$ cat src/rtl/tx_cmd_pkg.sv
/*
 * Shared constants and types for the transmit command word parser:
 * register offsets, command word field positions, reset values and
 * the packed structs that carry decoded commands and output bytes.
 * Assumes a 32-bit APB register bus with byte addresses.
 */
package tx_cmd_pkg;

   // register byte offsets
   localparam logic [11:0] ADDR_DATA = 12'h000;
   localparam logic [11:0] ADDR_CTRL = 12'h004;
   localparam logic [11:0] ADDR_STAT = 12'h008;

   // first command word field positions
   localparam int A_DONE_IRQ  = 31;
   localparam int A_ALIGN_HI  = 25;
   localparam int A_ALIGN_LO  = 24;
   localparam int A_OFF_HI    = 20;
   localparam int A_OFF_LO    = 16;
   localparam int A_FIRST     = 13;
   localparam int A_LAST      = 12;
   localparam int A_SIZE_HI   = 10;

   // second command word field positions
   localparam int B_TAG_HI    = 31;
   localparam int B_TAG_LO    = 16;
   localparam int B_CSUM      = 14;
   localparam int B_CRC_DIS   = 13;
   localparam int B_PAD_DIS   = 12;
   localparam int B_LEN_HI    = 10;

   // end alignment codes
   localparam logic [1:0] ALIGN_4  = 2'h0;
   localparam logic [1:0] ALIGN_16 = 2'h1;
   localparam logic [1:0] ALIGN_32 = 2'h2;

   // alignment masks in bytes, minus one
   localparam logic [12:0] MASK_4  = 13'h0003;
   localparam logic [12:0] MASK_16 = 13'h000F;
   localparam logic [12:0] MASK_32 = 13'h001F;

   // control and status bit positions
   localparam int CTRL_CSUM_EN = 0;
   localparam int STAT_ERR     = 0;
   localparam int STAT_LOADED  = 1;
   localparam int STAT_IN_PKT  = 2;
   localparam int STAT_TAG_LO  = 16;

   // reset values
   localparam logic        CSUM_EN_RST = 1'b0;
   localparam logic [31:0] WORD_RST    = 32'h0000_0000;

   typedef struct packed {
      logic        done_irq;
      logic [1:0]  align;
      logic [4:0]  offset;
      logic        first_seg;
      logic        last_seg;
      logic [10:0] size;
   } cmd_a_t;

   typedef struct packed {
      logic [15:0] tag;
      logic        csum_req;
      logic        crc_dis;
      logic        pad_dis;
      logic [10:0] pkt_len;
   } cmd_b_t;

   typedef struct packed {
      logic [15:0] tag;
      logic        csum_on;
      logic        crc_off;
      logic        pad_off;
   } pkt_opts_t;

   typedef struct packed {
      logic [7:0] data;
      logic       eop;
   } tx_byte_t;

endpackage

$ cat src/rtl/tx_command_word_parser.sv
/*
 * Transmit command word parser.  The host writes, through one APB data
 * port, the first command word, the second command word and then the
 * buffer data words.  The block strips offset and filler, forwards the
 * valid bytes, checks the packet length and publishes per-packet
 * options.  Assumes one clock, pclk, and a byte stream sink that may
 * stall; a stalled sink holds pready low on buffer data word writes.
 */
`timescale 1ns/100ps
`default_nettype none

// Overview of operation
// offset of first byte in word A 20:16
// host writes zeros to reserved bits
// word A bit 13 marks first segment
// word A bit 12 marks last segment
// word A bits 10:0 give buffer bytes
// drop filler words from size and alignment
// running size sum mismatch sets error flag
// host size excludes offset and filler bytes
// word B tag goes to packet status
// checksum needs request, first segment, enable
// word B bit 13 suppresses appended CRC
// word B bit 12 suppresses short-frame padding
// pad suppression forces CRC to be appended
// host puts packet length in B 10:0
// length differing from supplied bytes sets error
// both command words precede every buffer
// word B change within packet sets error
// word A 25:24 selects end alignment
// word A bit 31 raises buffer loaded flag
// leading offset bytes are discarded
module tx_command_word_parser
   import tx_cmd_pkg::*;
(
   // clock and reset
   input  wire logic        pclk,
   input  wire logic        presetn,
   // apb slave
   input  wire logic        psel,
   input  wire logic        penable,
   input  wire logic        pwrite,
   input  wire logic [11:0] paddr,
   input  wire logic [31:0] pwdata,
   output logic             pready,
   output logic [31:0]      prdata,
   output logic             pslverr,
   // byte stream toward the transmitter
   output logic             tx_valid,
   input  wire logic        tx_ready,
   output tx_byte_t         tx_byte,
   // per-packet options and flags
   output pkt_opts_t        pkt_opts,
   output logic             pkt_start,
   output logic             transmit_error_flag,
   output logic             buffer_loaded_flag
);

   typedef enum logic [2:0] {
      ST_CMDA = 3'b001,
      ST_CMDB = 3'b010,
      ST_DATA = 3'b100
   } parse_state_t;

   parse_state_t state_r, state_nxt;

   logic [31:0] cmda_raw_r, cmda_raw_nxt;
   logic [31:0] cmdb_ref_r, cmdb_ref_nxt;
   logic        in_pkt_r, in_pkt_nxt;
   logic [15:0] sum_r, sum_nxt;
   logic [4:0]  skip_r, skip_nxt;
   logic [10:0] left_r, left_nxt;
   logic [10:0] words_r, words_nxt;
   logic        err_r, err_nxt;
   logic        loaded_r, loaded_nxt;
   logic        csum_en_r, csum_en_nxt;
   pkt_opts_t   opts_r, opts_nxt;
   logic        start_r, start_nxt;
   logic [31:0] rdata_r, rdata_nxt;

   cmd_a_t      cmd_a;
   cmd_b_t      cmd_b;
   logic [10:0] buf_words;

   logic        setup;
   logic        access;
   logic        mapped;
   logic        data_wr;
   logic        word_take;
   logic        ctrl_wr;
   logic        stat_wr;
   logic        err_set;
   logic        loaded_set;
   logic [15:0] sum_calc;
   logic [1:0]  lane;
   logic [2:0]  avail;
   logic [2:0]  nbytes;
   logic        eop;
   logic        up_ready;

   tx_cmd_decode u_decode (
      .word_a    (cmda_raw_r),
      .word_b    (pwdata),
      .cmd_a     (cmd_a),
      .cmd_b     (cmd_b),
      .buf_words (buf_words)
   );

   // apb decode
   assign setup   = psel && !penable;
   assign access  = psel && penable;
   assign mapped  = (paddr == ADDR_DATA) || (paddr == ADDR_CTRL) ||
                    (paddr == ADDR_STAT);
   assign data_wr = access && pwrite && (paddr == ADDR_DATA);
   assign ctrl_wr = access && pwrite && (paddr == ADDR_CTRL);
   assign stat_wr = access && pwrite && (paddr == ADDR_STAT);

   // data writes in the data phase wait for the unpacker
   assign pready    = (data_wr && (state_r == ST_DATA)) ? up_ready : 1'b1;
   assign pslverr   = access && !mapped;
   assign prdata    = rdata_r;
   assign word_take = data_wr && pready;

   // valid bytes in the current data word
   always_comb begin
      if (skip_r >= 5'h04) begin
         lane  = 2'h0;
         avail = 3'h0;
      end else begin
         lane  = skip_r[1:0];
         avail = 3'h4 - {1'b0, skip_r[1:0]};
      end
      if (left_r < {8'h00, avail}) begin
         nbytes = left_r[2:0];
      end else begin
         nbytes = avail;
      end
      eop = cmd_a.last_seg && (left_r == {8'h00, nbytes});
   end

   tx_byte_unpack u_unpack (
      .pclk      (pclk),
      .presetn   (presetn),
      .in_valid  (data_wr && (state_r == ST_DATA)),
      .in_ready  (up_ready),
      .in_word   (pwdata),
      .in_lane   (lane),
      .in_count  (nbytes),
      .in_eop    (eop),
      .out_valid (tx_valid),
      .out_ready (tx_ready),
      .out_byte  (tx_byte)
   );

   assign sum_calc = cmd_a.first_seg ? {5'h00, cmd_a.size}
                                     : sum_r + {5'h00, cmd_a.size};

   // command and data sequencing
   always_comb begin
      state_nxt    = state_r;
      cmda_raw_nxt = cmda_raw_r;
      cmdb_ref_nxt = cmdb_ref_r;
      in_pkt_nxt   = in_pkt_r;
      sum_nxt      = sum_r;
      skip_nxt     = skip_r;
      left_nxt     = left_r;
      words_nxt    = words_r;
      opts_nxt     = opts_r;
      start_nxt    = 1'b0;
      err_set      = 1'b0;
      loaded_set   = 1'b0;
      if (word_take) begin
         unique case (state_r)
            ST_CMDA: begin
               cmda_raw_nxt = pwdata;
               state_nxt    = ST_CMDB;
            end
            ST_CMDB: begin
               if (cmd_a.first_seg) begin
                  cmdb_ref_nxt     = pwdata;
                  start_nxt        = 1'b1;
                  opts_nxt.tag     = cmd_b.tag;
                  opts_nxt.csum_on = cmd_b.csum_req &&
                                     csum_en_r;
                  opts_nxt.crc_off = cmd_b.crc_dis &&
                                     !cmd_b.pad_dis;
                  opts_nxt.pad_off = cmd_b.pad_dis;
                  if (in_pkt_r) begin
                     err_set = 1'b1;
                  end
               end else if (!in_pkt_r || pwdata != cmdb_ref_r) begin
                  err_set = 1'b1;
               end
               sum_nxt = sum_calc;
               if (cmd_a.last_seg) begin
                  in_pkt_nxt = 1'b0;
                  if (sum_calc != {5'h00, cmd_b.pkt_len}) begin
                     err_set = 1'b1;
                  end
               end else begin
                  in_pkt_nxt = 1'b1;
               end
               skip_nxt  = cmd_a.offset;
               left_nxt  = cmd_a.size;
               words_nxt = buf_words;
               if (buf_words == 11'h000) begin
                  loaded_set = cmd_a.done_irq;
                  state_nxt  = ST_CMDA;
               end else begin
                  state_nxt  = ST_DATA;
               end
            end
            ST_DATA: begin
               // words past the last valid byte carry no byte
               skip_nxt  = (skip_r >= 5'h04) ? skip_r - 5'h04 : 5'h00;
               left_nxt  = left_r - {8'h00, nbytes};
               words_nxt = words_r - 11'h001;
               if (words_r == 11'h001) begin
                  loaded_set = cmd_a.done_irq;
                  state_nxt  = ST_CMDA;
               end
            end
            default: begin
               state_nxt = ST_CMDA;
            end
         endcase
      end
   end

   // flags: a hardware set wins over a software clear
   always_comb begin
      csum_en_nxt = csum_en_r;
      if (ctrl_wr) begin
         csum_en_nxt = pwdata[CTRL_CSUM_EN];
      end
      err_nxt    = (err_r && !(stat_wr && pwdata[STAT_ERR])) || err_set;
      loaded_nxt = (loaded_r && !(stat_wr && pwdata[STAT_LOADED])) ||
                   loaded_set;
   end

   // read data is captured in the setup phase
   always_comb begin
      rdata_nxt = rdata_r;
      if (setup) begin
         rdata_nxt = WORD_RST;
         if (paddr == ADDR_CTRL) begin
            rdata_nxt[CTRL_CSUM_EN] = csum_en_r;
         end else if (paddr == ADDR_STAT) begin
            rdata_nxt[STAT_ERR]    = err_r;
            rdata_nxt[STAT_LOADED] = loaded_r;
            rdata_nxt[STAT_IN_PKT] = in_pkt_r;
            rdata_nxt[31:STAT_TAG_LO] = opts_r.tag;
         end
      end
   end

   always_ff @(posedge pclk or negedge presetn) begin
      if (!presetn) begin
         state_r    <= ST_CMDA;
         cmda_raw_r <= WORD_RST;
         cmdb_ref_r <= WORD_RST;
         in_pkt_r   <= 1'b0;
         sum_r      <= 16'h0000;
         skip_r     <= 5'h00;
         left_r     <= 11'h000;
         words_r    <= 11'h000;
         err_r      <= 1'b0;
         loaded_r   <= 1'b0;
         csum_en_r  <= CSUM_EN_RST;
         opts_r     <= '0;
         start_r    <= 1'b0;
         rdata_r    <= WORD_RST;
      end else begin
         state_r    <= state_nxt;
         cmda_raw_r <= cmda_raw_nxt;
         cmdb_ref_r <= cmdb_ref_nxt;
         in_pkt_r   <= in_pkt_nxt;
         sum_r      <= sum_nxt;
         skip_r     <= skip_nxt;
         left_r     <= left_nxt;
         words_r    <= words_nxt;
         err_r      <= err_nxt;
         loaded_r   <= loaded_nxt;
         csum_en_r  <= csum_en_nxt;
         opts_r     <= opts_nxt;
         start_r    <= start_nxt;
         rdata_r    <= rdata_nxt;
      end
   end

   assign pkt_opts            = opts_r;
   assign pkt_start           = start_r;
   assign transmit_error_flag = err_r;
   assign buffer_loaded_flag  = loaded_r;

endmodule

`default_nettype wire

$ cat src/rtl/tx_cmd_decode.sv
/*
 * Field decoder for the two transmit command words, plus the number
 * of data words the host sends for the buffer, filler included.
 * Purely combinational; the caller holds the words stable.
 */
`timescale 1ns/100ps
`default_nettype none

module tx_cmd_decode
   import tx_cmd_pkg::*;
(
   // raw command words
   input  wire logic [31:0] word_a,
   input  wire logic [31:0] word_b,
   // decoded fields
   output cmd_a_t           cmd_a,
   output cmd_b_t           cmd_b,
   output logic [10:0]      buf_words
);

   logic [12:0] span;
   logic [12:0] mask;
   logic [12:0] rounded;

   always_comb begin
      cmd_a.done_irq  = word_a[A_DONE_IRQ];
      cmd_a.align     = word_a[A_ALIGN_HI:A_ALIGN_LO];
      cmd_a.offset    = word_a[A_OFF_HI:A_OFF_LO];
      cmd_a.first_seg = word_a[A_FIRST];
      cmd_a.last_seg  = word_a[A_LAST];
      cmd_a.size      = word_a[A_SIZE_HI:0];
      cmd_b.tag       = word_b[B_TAG_HI:B_TAG_LO];
      cmd_b.csum_req  = word_b[B_CSUM];
      cmd_b.crc_dis   = word_b[B_CRC_DIS];
      cmd_b.pad_dis   = word_b[B_PAD_DIS];
      cmd_b.pkt_len   = word_b[B_LEN_HI:0];
   end

   // the reserved alignment code falls back to word alignment
   always_comb begin
      unique case (cmd_a.align)
         ALIGN_16: mask = MASK_16;
         ALIGN_32: mask = MASK_32;
         default:  mask = MASK_4;
      endcase
      span      = {8'h00, cmd_a.offset} + {2'h0, cmd_a.size};
      rounded   = (span + mask) & ~mask;
      buf_words = rounded[12:2];
   end

endmodule

`default_nettype wire

$ cat src/rtl/tx_byte_unpack.sv
/*
 * Holds one accepted data word and hands its valid bytes out one per
 * cycle, lowest lane first, under valid/ready.  A word carrying no
 * valid byte is swallowed at once.  Single clock, async low reset.
 */
`timescale 1ns/100ps
`default_nettype none

module tx_byte_unpack
   import tx_cmd_pkg::*;
(
   // clock and reset
   input  wire logic        pclk,
   input  wire logic        presetn,
   // word side
   input  wire logic        in_valid,
   output logic             in_ready,
   input  wire logic [31:0] in_word,
   input  wire logic [1:0]  in_lane,
   input  wire logic [2:0]  in_count,
   input  wire logic        in_eop,
   // byte side
   output logic             out_valid,
   input  wire logic        out_ready,
   output tx_byte_t         out_byte
);

   logic [31:0] data_r, data_nxt;
   logic [2:0]  cnt_r, cnt_nxt;
   logic        eop_r, eop_nxt;

   // one word in flight keeps the shifter small; the bus stalls meanwhile
   assign in_ready        = (cnt_r == 3'h0);
   assign out_valid       = (cnt_r != 3'h0);
   assign out_byte.data   = data_r[7:0];
   assign out_byte.eop    = eop_r && (cnt_r == 3'h1);

   always_comb begin
      data_nxt = data_r;
      cnt_nxt  = cnt_r;
      eop_nxt  = eop_r;
      if (in_valid && in_ready) begin
         data_nxt = in_word >> {in_lane, 3'h0};
         cnt_nxt  = in_count;
         eop_nxt  = in_eop;
      end else if (out_valid && out_ready) begin
         data_nxt = {8'h00, data_r[31:8]};
         cnt_nxt  = cnt_r - 3'h1;
      end
   end

   always_ff @(posedge pclk or negedge presetn) begin
      if (!presetn) begin
         data_r <= WORD_RST;
         cnt_r  <= 3'h0;
         eop_r  <= 1'b0;
      end else begin
         data_r <= data_nxt;
         cnt_r  <= cnt_nxt;
         eop_r  <= eop_nxt;
      end
   end

endmodule

`default_nettype wire

$ cat config.mk
export PLATFORM = sky130hd
export DESIGN_NAME = tx_command_word_parser
export DESIGN_NICKNAME = d
export VERILOG_FILES = /design/src/rtl/tx_cmd_pkg.sv /design/src/rtl/tx_command_word_parser.sv /design/src/rtl/tx_cmd_decode.sv /design/src/rtl/tx_byte_unpack.sv
export SDC_FILE = /design/constraint.sdc
export NUM_CORES = 1
export LEC_CHECK = 0
export BUFFER_PORTS_ARGS = -buffer_cell sky130_fd_sc_hd__buf_2
export CAP_MARGIN = 20
export CORE_UTILIZATION = 50
export CTS_CLUSTER_DIAMETER = 200
export DETAILED_ROUTE_END_ITERATION = 8
export MAX_ROUTING_LAYER = met4
export PLACE_DENSITY = 0.73
export SETUP_SLACK_MARGIN = 0.3
export SYNTH_ARGS = -nofsm -noshare
export SYNTH_HDL_FRONTEND = slang
export SYNTH_SLANG_ARGS = --single-unit
$ cat constraint.sdc
create_clock -name pclk -period 3.89 [get_ports pclk]
set_input_delay 0.1945 -clock pclk [delete_from_list [all_inputs] [get_ports pclk]]
set_output_delay 0.1945 -clock pclk [all_outputs]
set_load 0.02 [all_outputs]
# After elaboration in Yosys (flattened, before gate mapping)
# Cells that the tools add are included.
[word_totals]
in_bits = 50
word_cells = 124
register_bits = 189
out_inout_bits = 66
[op_classes]
mux = 37
bitwise = 2
order_cmp = 2
n_addsub = 8
reduce_logical = 41
shifts = 1
eq_ne = 13
[op_table]
columns = ["cell", "n"]
rows = [
  ["$mux W32", 2],
  ["$mux W16", 3],
  ["$pmux W11 S2", 2],
  ["$ne A32 B32 Y1", 1],
  ["$shr A32 B5 Y32", 1],
  ["$mux W3", 7],
  ["$pmux W5 S2", 2],
  ["$logic_and A1 B1 Y1", 19],
  ["$add A16 B11 Y16", 1],
  ["$mux W1", 16],
  ["$ne A16 B11 Y1", 1],
  ["$add A13 B5 Y13", 1],
  ["$and A13 B13 Y13", 1],
  ["$not A5 Y13", 1],
  ["$add A5 B11 Y12", 1],
  ["$eq A12 B3 Y1 const B", 1],
  ["$eq A12 B4 Y1 const B", 1],
  ["$logic_not A12 Y1", 1],
  ["$eq A11 B1 Y1 const B", 1],
  ["$eq A11 B3 Y1", 1],
  ["$logic_not A11 Y1", 1],
  ["$lt A11 B3 Y1", 1],
  ["$sub A11 B1 Y11 const B", 1],
  ["$sub A11 B3 Y11", 1],
  ["other kinds (21)", 36],
]

# Logic depth before layout (Yosys ltp)
# Gate-level depths: netlist (run 1).
[depth]
ltp_word = 9
mapped_depth = 21
ltp_nobuf = 20

# Modules after synthesis
# A second synthesis (run 1) with hierarchy kept.
[hier_totals]
cells_unflattened = 1085
area_unflattened_um2 = 11135.7
[by_module_without_submodules]
columns = ["mod", "instances", "area_per_inst_um2", "cells_each", "seq_area_each_um2"]
rows = [
  ["tx_command_word_parser", 1, 8080.2, 772, 3829.9],
  ["tx_byte_unpack", 1, 2259.7, 213, 900.9],
  ["tx_cmd_decode", 1, 795.8, 100, 0.0],
]

# Worst setup path after synthesis (run 1)
# Ideal clock, no wire load.
[synth_timing]
kind = "reg-to-reg"
startpoint = "reg skip_r[2]"
endpoint = "reg left_r[10]"
t_arrival_ns = 3.773
path_stages_with_launch = 20
synth_period_minus_slack_ns = 3.909
path_slack_ns = -0.019
path_cell_list = "dfrtp_1 -> ha_1 -> a2111oi_2 -> clkbuf_1 -> nand2_1 -> ha_1 -> a21boi_0 -> o21ai_0 -> nand3b_1 -> o21ai_0 -> ha_1 -> fa_1 -> nor2b_1 -> or3_1 -> nor3_1 -> nand2_1 -> nor3_1 -> o21ai_0 -> nand2_1 -> o21ai_0"
[synth_via]
elab_chain_len = 6
[synth_lines]
columns = ["element", "line_no", "source"]
rows = [
  ["from (decl)", "tx_command_word_parser.sv:71", "logic [4:0] skip_r, skip_nxt;"],
  ["from (signal assigned)", "tx_command_word_parser.sv:279", "skip_r <= skip_nxt;"],
  ["$ge A5 B3 Y1 *", "tx_command_word_parser.sv:126", "if (skip_r >= 5'h04) begin"],
  ["$mux W3 *", "tx_command_word_parser.sv:126", ""],
  ["$lt A11 B3 Y1", "tx_command_word_parser.sv:133", "if (left_r < {8'h00, avail}) begin"],
  ["$mux W3 *", "tx_command_word_parser.sv:133", ""],
  ["$sub A11 B3 Y11 *", "tx_command_word_parser.sv:216", "left_nxt = left_r - {8'h00, nbytes};"],
  ["$pmux W11 S2 *", "tx_command_word_parser.sv:173", "unique case (state_r)"],
  ["to (signal assigned)", "tx_command_word_parser.sv:280", "left_r <= left_nxt;"],
  ["to (decl)", "tx_command_word_parser.sv:72", "logic [10:0] left_r, left_nxt;"],
]
# Every way passes the cells marked *; elsewhere a longest branch is shown, timed or not.
# A chain may end at the register's enable or synchronous reset.

# Final worst setup path (run 1)
[layout_timing]
startpoint = "reg skip_r[1]"
endpoint = "reg left_r[8]"
[layout_via]
elab_chain_len = 6
word_cells_on_any_way = 7
cone_classes = "add/sub (2); order compare (2); mux (3)"
[layout_lines]
columns = ["element", "line_no"]
rows = [
  ["$ge A5 B3 Y1 or $sub A3 B2 Y3 (tied branches)", "tx_command_word_parser.sv:126, tx_command_word_parser.sv:131"],
  ["$mux W3 *", "tx_command_word_parser.sv:126"],
  ["$lt A11 B3 Y1", "tx_command_word_parser.sv:133"],
  ["$mux W3 *", "tx_command_word_parser.sv:133"],
  ["$sub A11 B3 Y11 *", "tx_command_word_parser.sv:216"],
  ["$pmux W11 S2 *", "tx_command_word_parser.sv:173"],
]
# Marks and branches as above.

==> results.ini, run 1 <==
[outcome]
status=completed

[synth]
syn-mean-instance-area_um2=9.59
synth_largest_type_area_fraction_pct=40.6
synth_sequential_area_ratio_pct=40.9
number_of_synthesized_flops_with_an_enable_pin=0
synth_top_flop_cell=sky130_fd_sc_hd__dfrtp_1
synth_cells=1028
synthDistinctLibCells=79
synth.largest_area_cell=sky130_fd_sc_hd__dfrtp_1
ys_top_cells_by_area=sky130_fd_sc_hd__dfrtp_1 41%, sky130_fd_sc_hd__mux2_2 7.1%, sky130_fd_sc_hd__ha_1 4.2%, sky130_fd_sc_hd__xnor2_1 4.1%, sky130_fd_sc_hd__nand2_1 3.8%
async_flop_share_pct=100
yosys_warnings=0
post_synth_instance_area_um2=9860
synth_most_common_cell=sky130_fd_sc_hd__dfrtp_1
count_of_state_elements_after_synthesis=161
synthTopCellsByCount=160 x sky130_fd_sc_hd__dfrtp_1, 99 x sky130_fd_sc_hd__nand2_1, 67 x sky130_fd_sc_hd__a21oi_1, 63 x sky130_fd_sc_hd__nor2_1

[global_route]
first_pass_grt_wire_length_um=40500
pin_count_of_the_biggest_net_entering_global_routing=89
grt_use_total_pct=27.0
first_global_vias=7510
antenna_violations_before_repair=0
grt-ovfl-total=0

[power_and_ir_drop]
p_sw_mw=0.891
seq_power_share_pct=48.1
p_leak_nw=5.50
p_per_area_nw_per_um2=309
power.share.switching_pct=25.6
power_report.internal_total_mw=2.59
max-vdd-ir-drop_v=0.000328
power_mw=3.48
power_frac_comb_pct=4.8
clock_power_share_pct=47.1

[min_path]
hold_path_class=in -> reg
timing.hold.worst_path_depth=2
whs_endpoint=cmdb_ref_r[23]$_DFFE_PN0P_
min-delay-start=pwdata[23]

[critical_path]
timing.critical_path.buf_inv=2
timing.critical_path.fanout_max=6
crit_path_end_kind=register
worst_r2r_endpoint=left_r[8]$_DFFE_PN0P_
worst_path_arrival_time_ns=4.01
setup.worst_path.class=reg -> reg
path_delay_family=simple AND/OR/NAND/NOR gates
crit_path_max_incr_delay_ns=0.38
startpoint_type=register
r2r_slack_ns=0.18
worst_r2r_path_depth=21
timing.critical_path.required_ns=4.19
crit_reg_reg_startpoint=skip_r[1]$_DFFE_PN0P_
critical_path.slowest_cell=sky130_fd_sc_hd__dfrtp_1
crit_path_cell_trace=inv_1 -> ha_4 -> a2111oi_4 -> nand2_1 -> ha_1 -> a21boi_2 -> o21ai_1 -> nand3b_1 -> buf_4 -> nand2_2 -> o21ai_2 -> ha_2 -> fa_2 -> nor2b_4 -> or3_4 -> nor3_4 -> nand2_2 -> nor2_2 -> nand2_1 -> o21ai_1 -> a21oi_1

[drt]
route.layer.met1.wl_um=11800
first_pass_iters=5
routed-wl-met3_um=1430
finalWirelength_um=25600
detail_route.drc_violations=0
final_antenna_net_count=0
routed-via-count=8038
routed_via_density=5.83
detailroute.wirelength.met2_um=11800
top_metal_layer_carrying_routed_signals=met4
drt-wirelength-per-cell_um=18.5
drt_first_iter_violations=639

[sta]
timing.clock.skew_ns=0.00954
post-route-min-period_ns=3.71
slew-limit-headroom_pct=24.9
slew_viol_final=0
timing_hold_violations_final=0
min_period_over_period_pct=95.4
final_worst_setup_slack_ns=0.180
timing.final.setup_violations=0
worst_pin_slew_ns=1.12
unrepaired_setup_endpoints_after_global_routing=true
fmax_mhz=270

[layout]
layout.nets=1192
drive_gt1_share_pct=24.8
postLayoutCoreUtil_pct=59.2
antenna_cells=0
finish.cell_count_without_fillers=1379
design_area_um2=11300
area_delta_synth_final_pct=14.2

[die]
fp-row-count=50
die_height_um=142
die-area_um2=20300
start_util_pct=51.8
io_pins=116
dieWidth_um=142
core_area_um2=19000

[clocking]
tritoncts_num_sinks=161
clk_pin_slew_ns=0.07
h-tree-depth=4
total_clock_buffers_created_by_cts=17
root_buffer=sky130_fd_sc_hd__clkbuf_16
cts_tree=built
clock_tree.buffer_depth=2
clock_latency_ns=0.43

[place]
routabilityCongestion=0.850
post_placement_worst_setup_slack_ns=0.0973
number_of_buffer_cells_added_on_primary_ports=102
dp_cells=1329
dp_wirelength_um=18100
area_post_placement_um2=10400

[run]
timing.max_cap.violations=0

cells by family after synthesis:
logic type	count (synthesis)	share of synthesized area, %
flip-flops	161	40.9
adder cells (fa/ha/maj)	36	4.80
AND/OR/NAND/NOR	297	14.9
XOR/XNOR	66	5.86
other	1	0.0380
multiplexers	96	10.5
AO/OA/AOI/OAI	251	16.8
buffers and inverters	120	6.18
worst max path at each step:
stage,depth (start not counted),slack (ns),end,from
after floorplan,20,0.25,left_r[10]$_DFFE_PN0P_,skip_r[1]$_DFFE_PN0P_
after global placement,17,0.20,left_r[9]$_DFFE_PN0P_,skip_r[1]$_DFFE_PN0P_
after detailed placement,17,0.1,left_r[9]$_DFFE_PN0P_,skip_r[1]$_DFFE_PN0P_
after CTS,18,0.27,left_r[8]$_DFFE_PN0P_,skip_r[2]$_DFFE_PN0P_
after global routing,18,-0.04,left_r[9]$_DFFE_PN0P_,skip_r[3]$_DFFE_PN0P_
final,21,0.18,left_r[8]$_DFFE_PN0P_,skip_r[1]$_DFFE_PN0P_
area by class of cell:
class	count	area, µm²
clock buffers	18	439
fillers	1656	7760
inverters	28	105
flip-flops and latches	161	4030
well taps	260	325
multi-input cells	759	5410
clock inverters	14	141
repair buffers	139	808
routing by layer:
metal,vias up,track usage [%]
met5,-,-
met4,0,9.00
met3,38,4.04
met2,274,40.8
met1,3913,37.3
li1,3813,-
registers in the layout, indices dropped and copies added (netlist names):
| register | count |
|---|---|
| prdata | 19 |
| in_pkt_r | 1 |
| cmdb_ref_r | 32 |
| buffer_loaded_flag | 1 |
| pkt_start | 1 |
| u_unpack.data_r | 32 |
| pkt_opts | 2 |
| cmda_raw_r | 21 |
| transmit_error_flag | 1 |
| u_unpack.cnt_r | 3 |
| state_r | 3 |
| skip_r | 5 |
| words_r | 11 |
| left_r | 11 |
| sum_r | 16 |
| csum_en_r | 1 |
| u_unpack.eop_r | 1 |
worst reg2reg max path, cell delays in order, from the launching register on:
cell	delay, ns
sky130_fd_sc_hd__dfrtp_1	0.38
sky130_fd_sc_hd__inv_1	0.09
sky130_fd_sc_hd__ha_4	0.18
sky130_fd_sc_hd__a2111oi_4	0.34
sky130_fd_sc_hd__nand2_1	0.10
sky130_fd_sc_hd__ha_1	0.28
sky130_fd_sc_hd__a21boi_2	0.15
sky130_fd_sc_hd__o21ai_1	0.07
sky130_fd_sc_hd__nand3b_1	0.25
sky130_fd_sc_hd__buf_4	0.18
sky130_fd_sc_hd__nand2_2	0.05
sky130_fd_sc_hd__o21ai_2	0.07
sky130_fd_sc_hd__ha_2	0.23
sky130_fd_sc_hd__fa_2	0.24
sky130_fd_sc_hd__nor2b_4	0.05
sky130_fd_sc_hd__or3_4	0.34
sky130_fd_sc_hd__nor3_4	0.16
sky130_fd_sc_hd__nand2_2	0.11
sky130_fd_sc_hd__nor2_2	0.11
sky130_fd_sc_hd__nand2_1	0.06
sky130_fd_sc_hd__o21ai_1	0.08
sky130_fd_sc_hd__a21oi_1	0.09
placed cells by master, fill, tap and decap left out, types with 4 or more instances in the layout:
| cell | instances |
|---|---|
| sky130_fd_sc_hd__conb_1 | 13 |
| sky130_fd_sc_hd__dfrtp_1 | 160 |
| sky130_fd_sc_hd__o21ai_1 | 9 |
| sky130_fd_sc_hd__o21ai_0 | 56 |
| sky130_fd_sc_hd__buf_6 | 4 |
| sky130_fd_sc_hd__nor2_1 | 61 |
| sky130_fd_sc_hd__a211oi_1 | 14 |
| sky130_fd_sc_hd__o21a_1 | 5 |
| sky130_fd_sc_hd__inv_1 | 25 |
| sky130_fd_sc_hd__a22o_1 | 27 |
| sky130_fd_sc_hd__ha_1 | 30 |
| sky130_fd_sc_hd__a21o_1 | 8 |
| sky130_fd_sc_hd__a22oi_1 | 13 |
| sky130_fd_sc_hd__buf_2 | 101 |
| sky130_fd_sc_hd__nand3_1 | 22 |
| sky130_fd_sc_hd__mux2_2 | 62 |
| sky130_fd_sc_hd__or3_1 | 4 |
| sky130_fd_sc_hd__o211ai_1 | 7 |
| sky130_fd_sc_hd__a31oi_1 | 8 |
| sky130_fd_sc_hd__mux2i_1 | 34 |
| sky130_fd_sc_hd__nand2_1 | 96 |
| sky130_fd_sc_hd__and2_1 | 9 |
| sky130_fd_sc_hd__xor2_1 | 20 |
| sky130_fd_sc_hd__nor2b_1 | 5 |
| sky130_fd_sc_hd__nor4b_1 | 5 |
| sky130_fd_sc_hd__nand2b_1 | 7 |
| sky130_fd_sc_hd__clkbuf_16 | 17 |
| sky130_fd_sc_hd__buf_4 | 33 |
| sky130_fd_sc_hd__nor3_1 | 33 |
| sky130_fd_sc_hd__nand4_1 | 11 |
| sky130_fd_sc_hd__inv_8 | 5 |
| sky130_fd_sc_hd__xnor2_1 | 46 |
| sky130_fd_sc_hd__a21oi_1 | 66 |
| sky130_fd_sc_hd__nor4_1 | 5 |
timing repair:
action / in CTS / in global routing
hold buffers: 1 / 0
cloned: 0 / 0
hold endpoints to repair: 84 / 0
endpoints found under the setup margin: 4 / 7
buffers inserted: 9 / 8
gates resized for setup: 17 / 10
pin swaps: 13 / 6
power by group through the flow:
stage          clock network, mW  registers, mW  logic [mW]
2_1_floorplan                  0           1.71      0.0683
3_3_place_gp                   0           1.71       0.165
3_5_place_dp                   0           1.71       0.166
4_1_cts                     1.67           1.67       0.169
5_1_grt                     1.74           1.67       0.184
6_report                    1.64           1.67       0.169
per-stage QoR:
stage | setup TNS (ns) | hold slack, ns
floorplan | 0 | -0.101
global placement | 0 | 0.325
detailed placement | 0 | 0.322
CTS | 0 | 0.0513
global route | -0.110 | 0.0634
finish | 0 | 0.0616
No activity file was read; power rests on OpenSTA's default activity.
==> run 2, diff against run 1 <==
CORE_ASPECT_RATIO = 1.25   (was unset)
PLACE_DENSITY = 0.75   (was 0.73)
TNS_END_PERCENT = 30   (was unset)
==> run 2 against run 1 <==
Critical path depth shrank 1. Clock skew rose by 0.00080 ns. Fmax is 0.90% lower. Routed wire length increased by 3.3%. First-iteration DRC count down 36%. Sequential power about the same. Global-route usage rose by 1.1 points. Critical endpoint is now left_r[10]$_DFFE_PN0P_. Clock power up 4%.
==> results.ini, run 2 (same netlist as run 1, synthesis figures left out) <==
[outcome]
status=completed

[sta]
hold_slack_ns=0.0536
worst_pin_slew_ns=1.04
min_period_over_period_pct=96.2
post-route-min-period_ns=3.74
timing_hold_violations_final=0
timing.final.setup_violations=0
slew_viol_final=0
unrepaired_setup_endpoints_after_global_routing=true
slew-limit-headroom_pct=30.5
timing.clock.skew_ns=0.0103
fmax_mhz=267
fin_setup_tns_ns=0

[critical_path]
worst_path_arrival_time_ns=4.05
timing.critical_path.required_ns=4.20
startpoint_type=register
crit_path_cell_trace=inv_1 -> ha_2 -> a2111oi_4 -> nand2_1 -> ha_1 -> a21boi_1 -> o21ai_1 -> nand3b_1 -> buf_6 -> o21ai_2 -> ha_2 -> fa_2 -> nor2b_1 -> or3_4 -> nor3_4 -> nand2_2 -> nor3_2 -> o21ai_1 -> nand2_1 -> o21ai_0
worst_r2r_path_depth=20
timing.critical_path.fanout_max=4
path_delay_family=simple AND/OR/NAND/NOR gates
crit_path_end_kind=register
crit_path_max_incr_delay_ns=0.38
worstSetupPathDepth=20
critical_path.slowest_cell=sky130_fd_sc_hd__a2111oi_4
timing.critical_path.buf_inv=2
setup.worst_path.class=reg -> reg

[layout]
combined_area_of_the_multi_input_logic_cells_um2=5350
num-fill-cells=1768
commonest_cells_after_routing_fill_and_taps_aside=160 x sky130_fd_sc_hd__dfrtp_1, 101 x sky130_fd_sc_hd__buf_2, 97 x sky130_fd_sc_hd__nand2_1, 66 x sky130_fd_sc_hd__a21oi_1, 62 x sky130_fd_sc_hd__mux2_2
largest_registers=cmdb_ref_r: 32 flops, u_unpack.data_r: 32 flops, cmda_raw_r: 21 flops
layout.nets=1180
antenna_cells=0
area_delta_synth_final_pct=13.0
regArea_um2=4030
postLayoutCoreUtil_pct=57.4
drive_gt1_share_pct=23.4
most_common_cell_after_layout_fill_and_taps_aside=sky130_fd_sc_hd__dfrtp_1

[drt]
finalWirelength_um=26400
first_pass_iters=5
drt_first_iter_violations=411
routed_via_density=5.93
routed-via-count=8141
detail_route.drc_violations=0
final_antenna_net_count=0
drt-wirelength-per-cell_um=19.2

[die]
start_util_pct=50.8
core_area_um2=19400
io_pins=116
dieWidth_um=128
fp-row-count=57
die_height_um=159
die-area_um2=20300

[clocking]
root_buffer=sky130_fd_sc_hd__clkbuf_16
h-tree-depth=4
clock_tree.buffer_depth=2
total_clock_buffers_created_by_cts=17
cts_tree=built
clock_latency_ns=0.44
tritoncts_num_sinks=161
clk_pin_slew_ns=0.07

[power_and_ir_drop]
seq_power_share_pct=47.1
clock_power_share_pct=48.2
p_sw_mw=0.895
power_mw=3.55
power_report.internal_total_mw=2.66
power.share.switching_pct=25.2
power_frac_comb_pct=4.7
max-vdd-ir-drop_v=0.000309
p_per_area_nw_per_um2=319
p_leak_nw=5.42

[global_route]
grt-ovfl-total=0
pin_count_of_the_biggest_net_entering_global_routing=92
antenna_violations_before_repair=0
first_global_vias=8152
first_pass_grt_wire_length_um=42600
grt_use_total_pct=28.2

[min_path]
hold_path_class=in -> reg
timing.hold.worst_path_depth=2

[place]
routabilityCongestion=0.927
number_of_buffer_cells_added_on_primary_ports=102
dp_wirelength_um=18700

[run]
timing.max_cap.violations=0

==> run 2: routing by layer <==
| layer | up-vias | GRT usage [%] | routed length (µm) |
|---|---|---|---|
| li1 | 3787 | - | - |
| met1 | 3988 | 32.1 | 10400 |
| met2 | 250 | 45.5 | 13200 |
| met3 | 116 | 5.28 | 1140 |
| met4 | 0 | 17.8 | 1710 |
| met5 | - | - | 0 |
==> run 2: layout make-up <==
cell class / count / area share, %
flip-flops and latches: 161 / 36.2
well taps: 265 / 2.98
repair buffers: 127 / 6.53
multi-input cells: 759 / 48.1
inverters: 28 / 0.944
clock buffers: 19 / 4.07
clock inverters: 13 / 1.24
==> run 2: per-stage QoR <==
| step | instances | cell area, µm² | setup slack (ns) |
|---|---|---|---|
| after floorplan | 1040 | 9950 | 0.250 |
| after global placement | 1331 | 10400 | 0.249 |
| after detailed placement | 1331 | 10400 | 0.123 |
| after CTS | 1371 | 11100 | 0.281 |
| after global routing | 1372 | 11100 | -0.0502 |
| final | 1372 | 11100 | 0.146 |
==> run 2: final timing paths <==
check	from	endpoint	slack (ns)
max	skip_r[1]$_DFFE_PN0P_	left_r[10]$_DFFE_PN0P_	0.15
min	pwdata[15]	cmdb_ref_r[15]$_DFFE_PN0P_	0.05
max reg2reg	skip_r[1]$_DFFE_PN0P_	left_r[10]$_DFFE_PN0P_	0.15
min reg2reg	u_unpack.eop_r$_DFFE_PN0P_	u_unpack.eop_r$_DFFE_PN0P_	0.47
max in group asynchronous	presetn	state_r[0]$_DFFE_PN1P_	2.60
min in group asynchronous	presetn	sum_r[12]$_DFFE_PN0P_	0.42
==> run 2: worst register-to-register path: cells and delay by family (launching register included) <==
kind | cells | cell delay, ns
buffers and inverters | 2 | 0.22
adder cells (fa/ha/maj) | 4 | 0.90
AO/OA/AOI/OAI | 6 | 0.92
AND/OR/NAND/NOR | 8 | 1.23
flip-flops | 1 | 0.35
==> run 2: power by group through the flow <==
stage               clock, mW  combinational, mW  sequential, mW
floorplan                   0             0.0683            1.71
global placement            0              0.164            1.71
detailed placement          0              0.166            1.71
CTS                      1.72              0.168            1.67
global route             1.80              0.182            1.67
finish                   1.71              0.167            1.67
==> run 2: what timing repair did <==
action	CTS	global route
buffers inserted	7	1
endpoints found under the hold margin	90	0
gates resized for setup	12	6
hold buffers	1	0
pin swaps	6	4
setup endpoints to repair	4	6
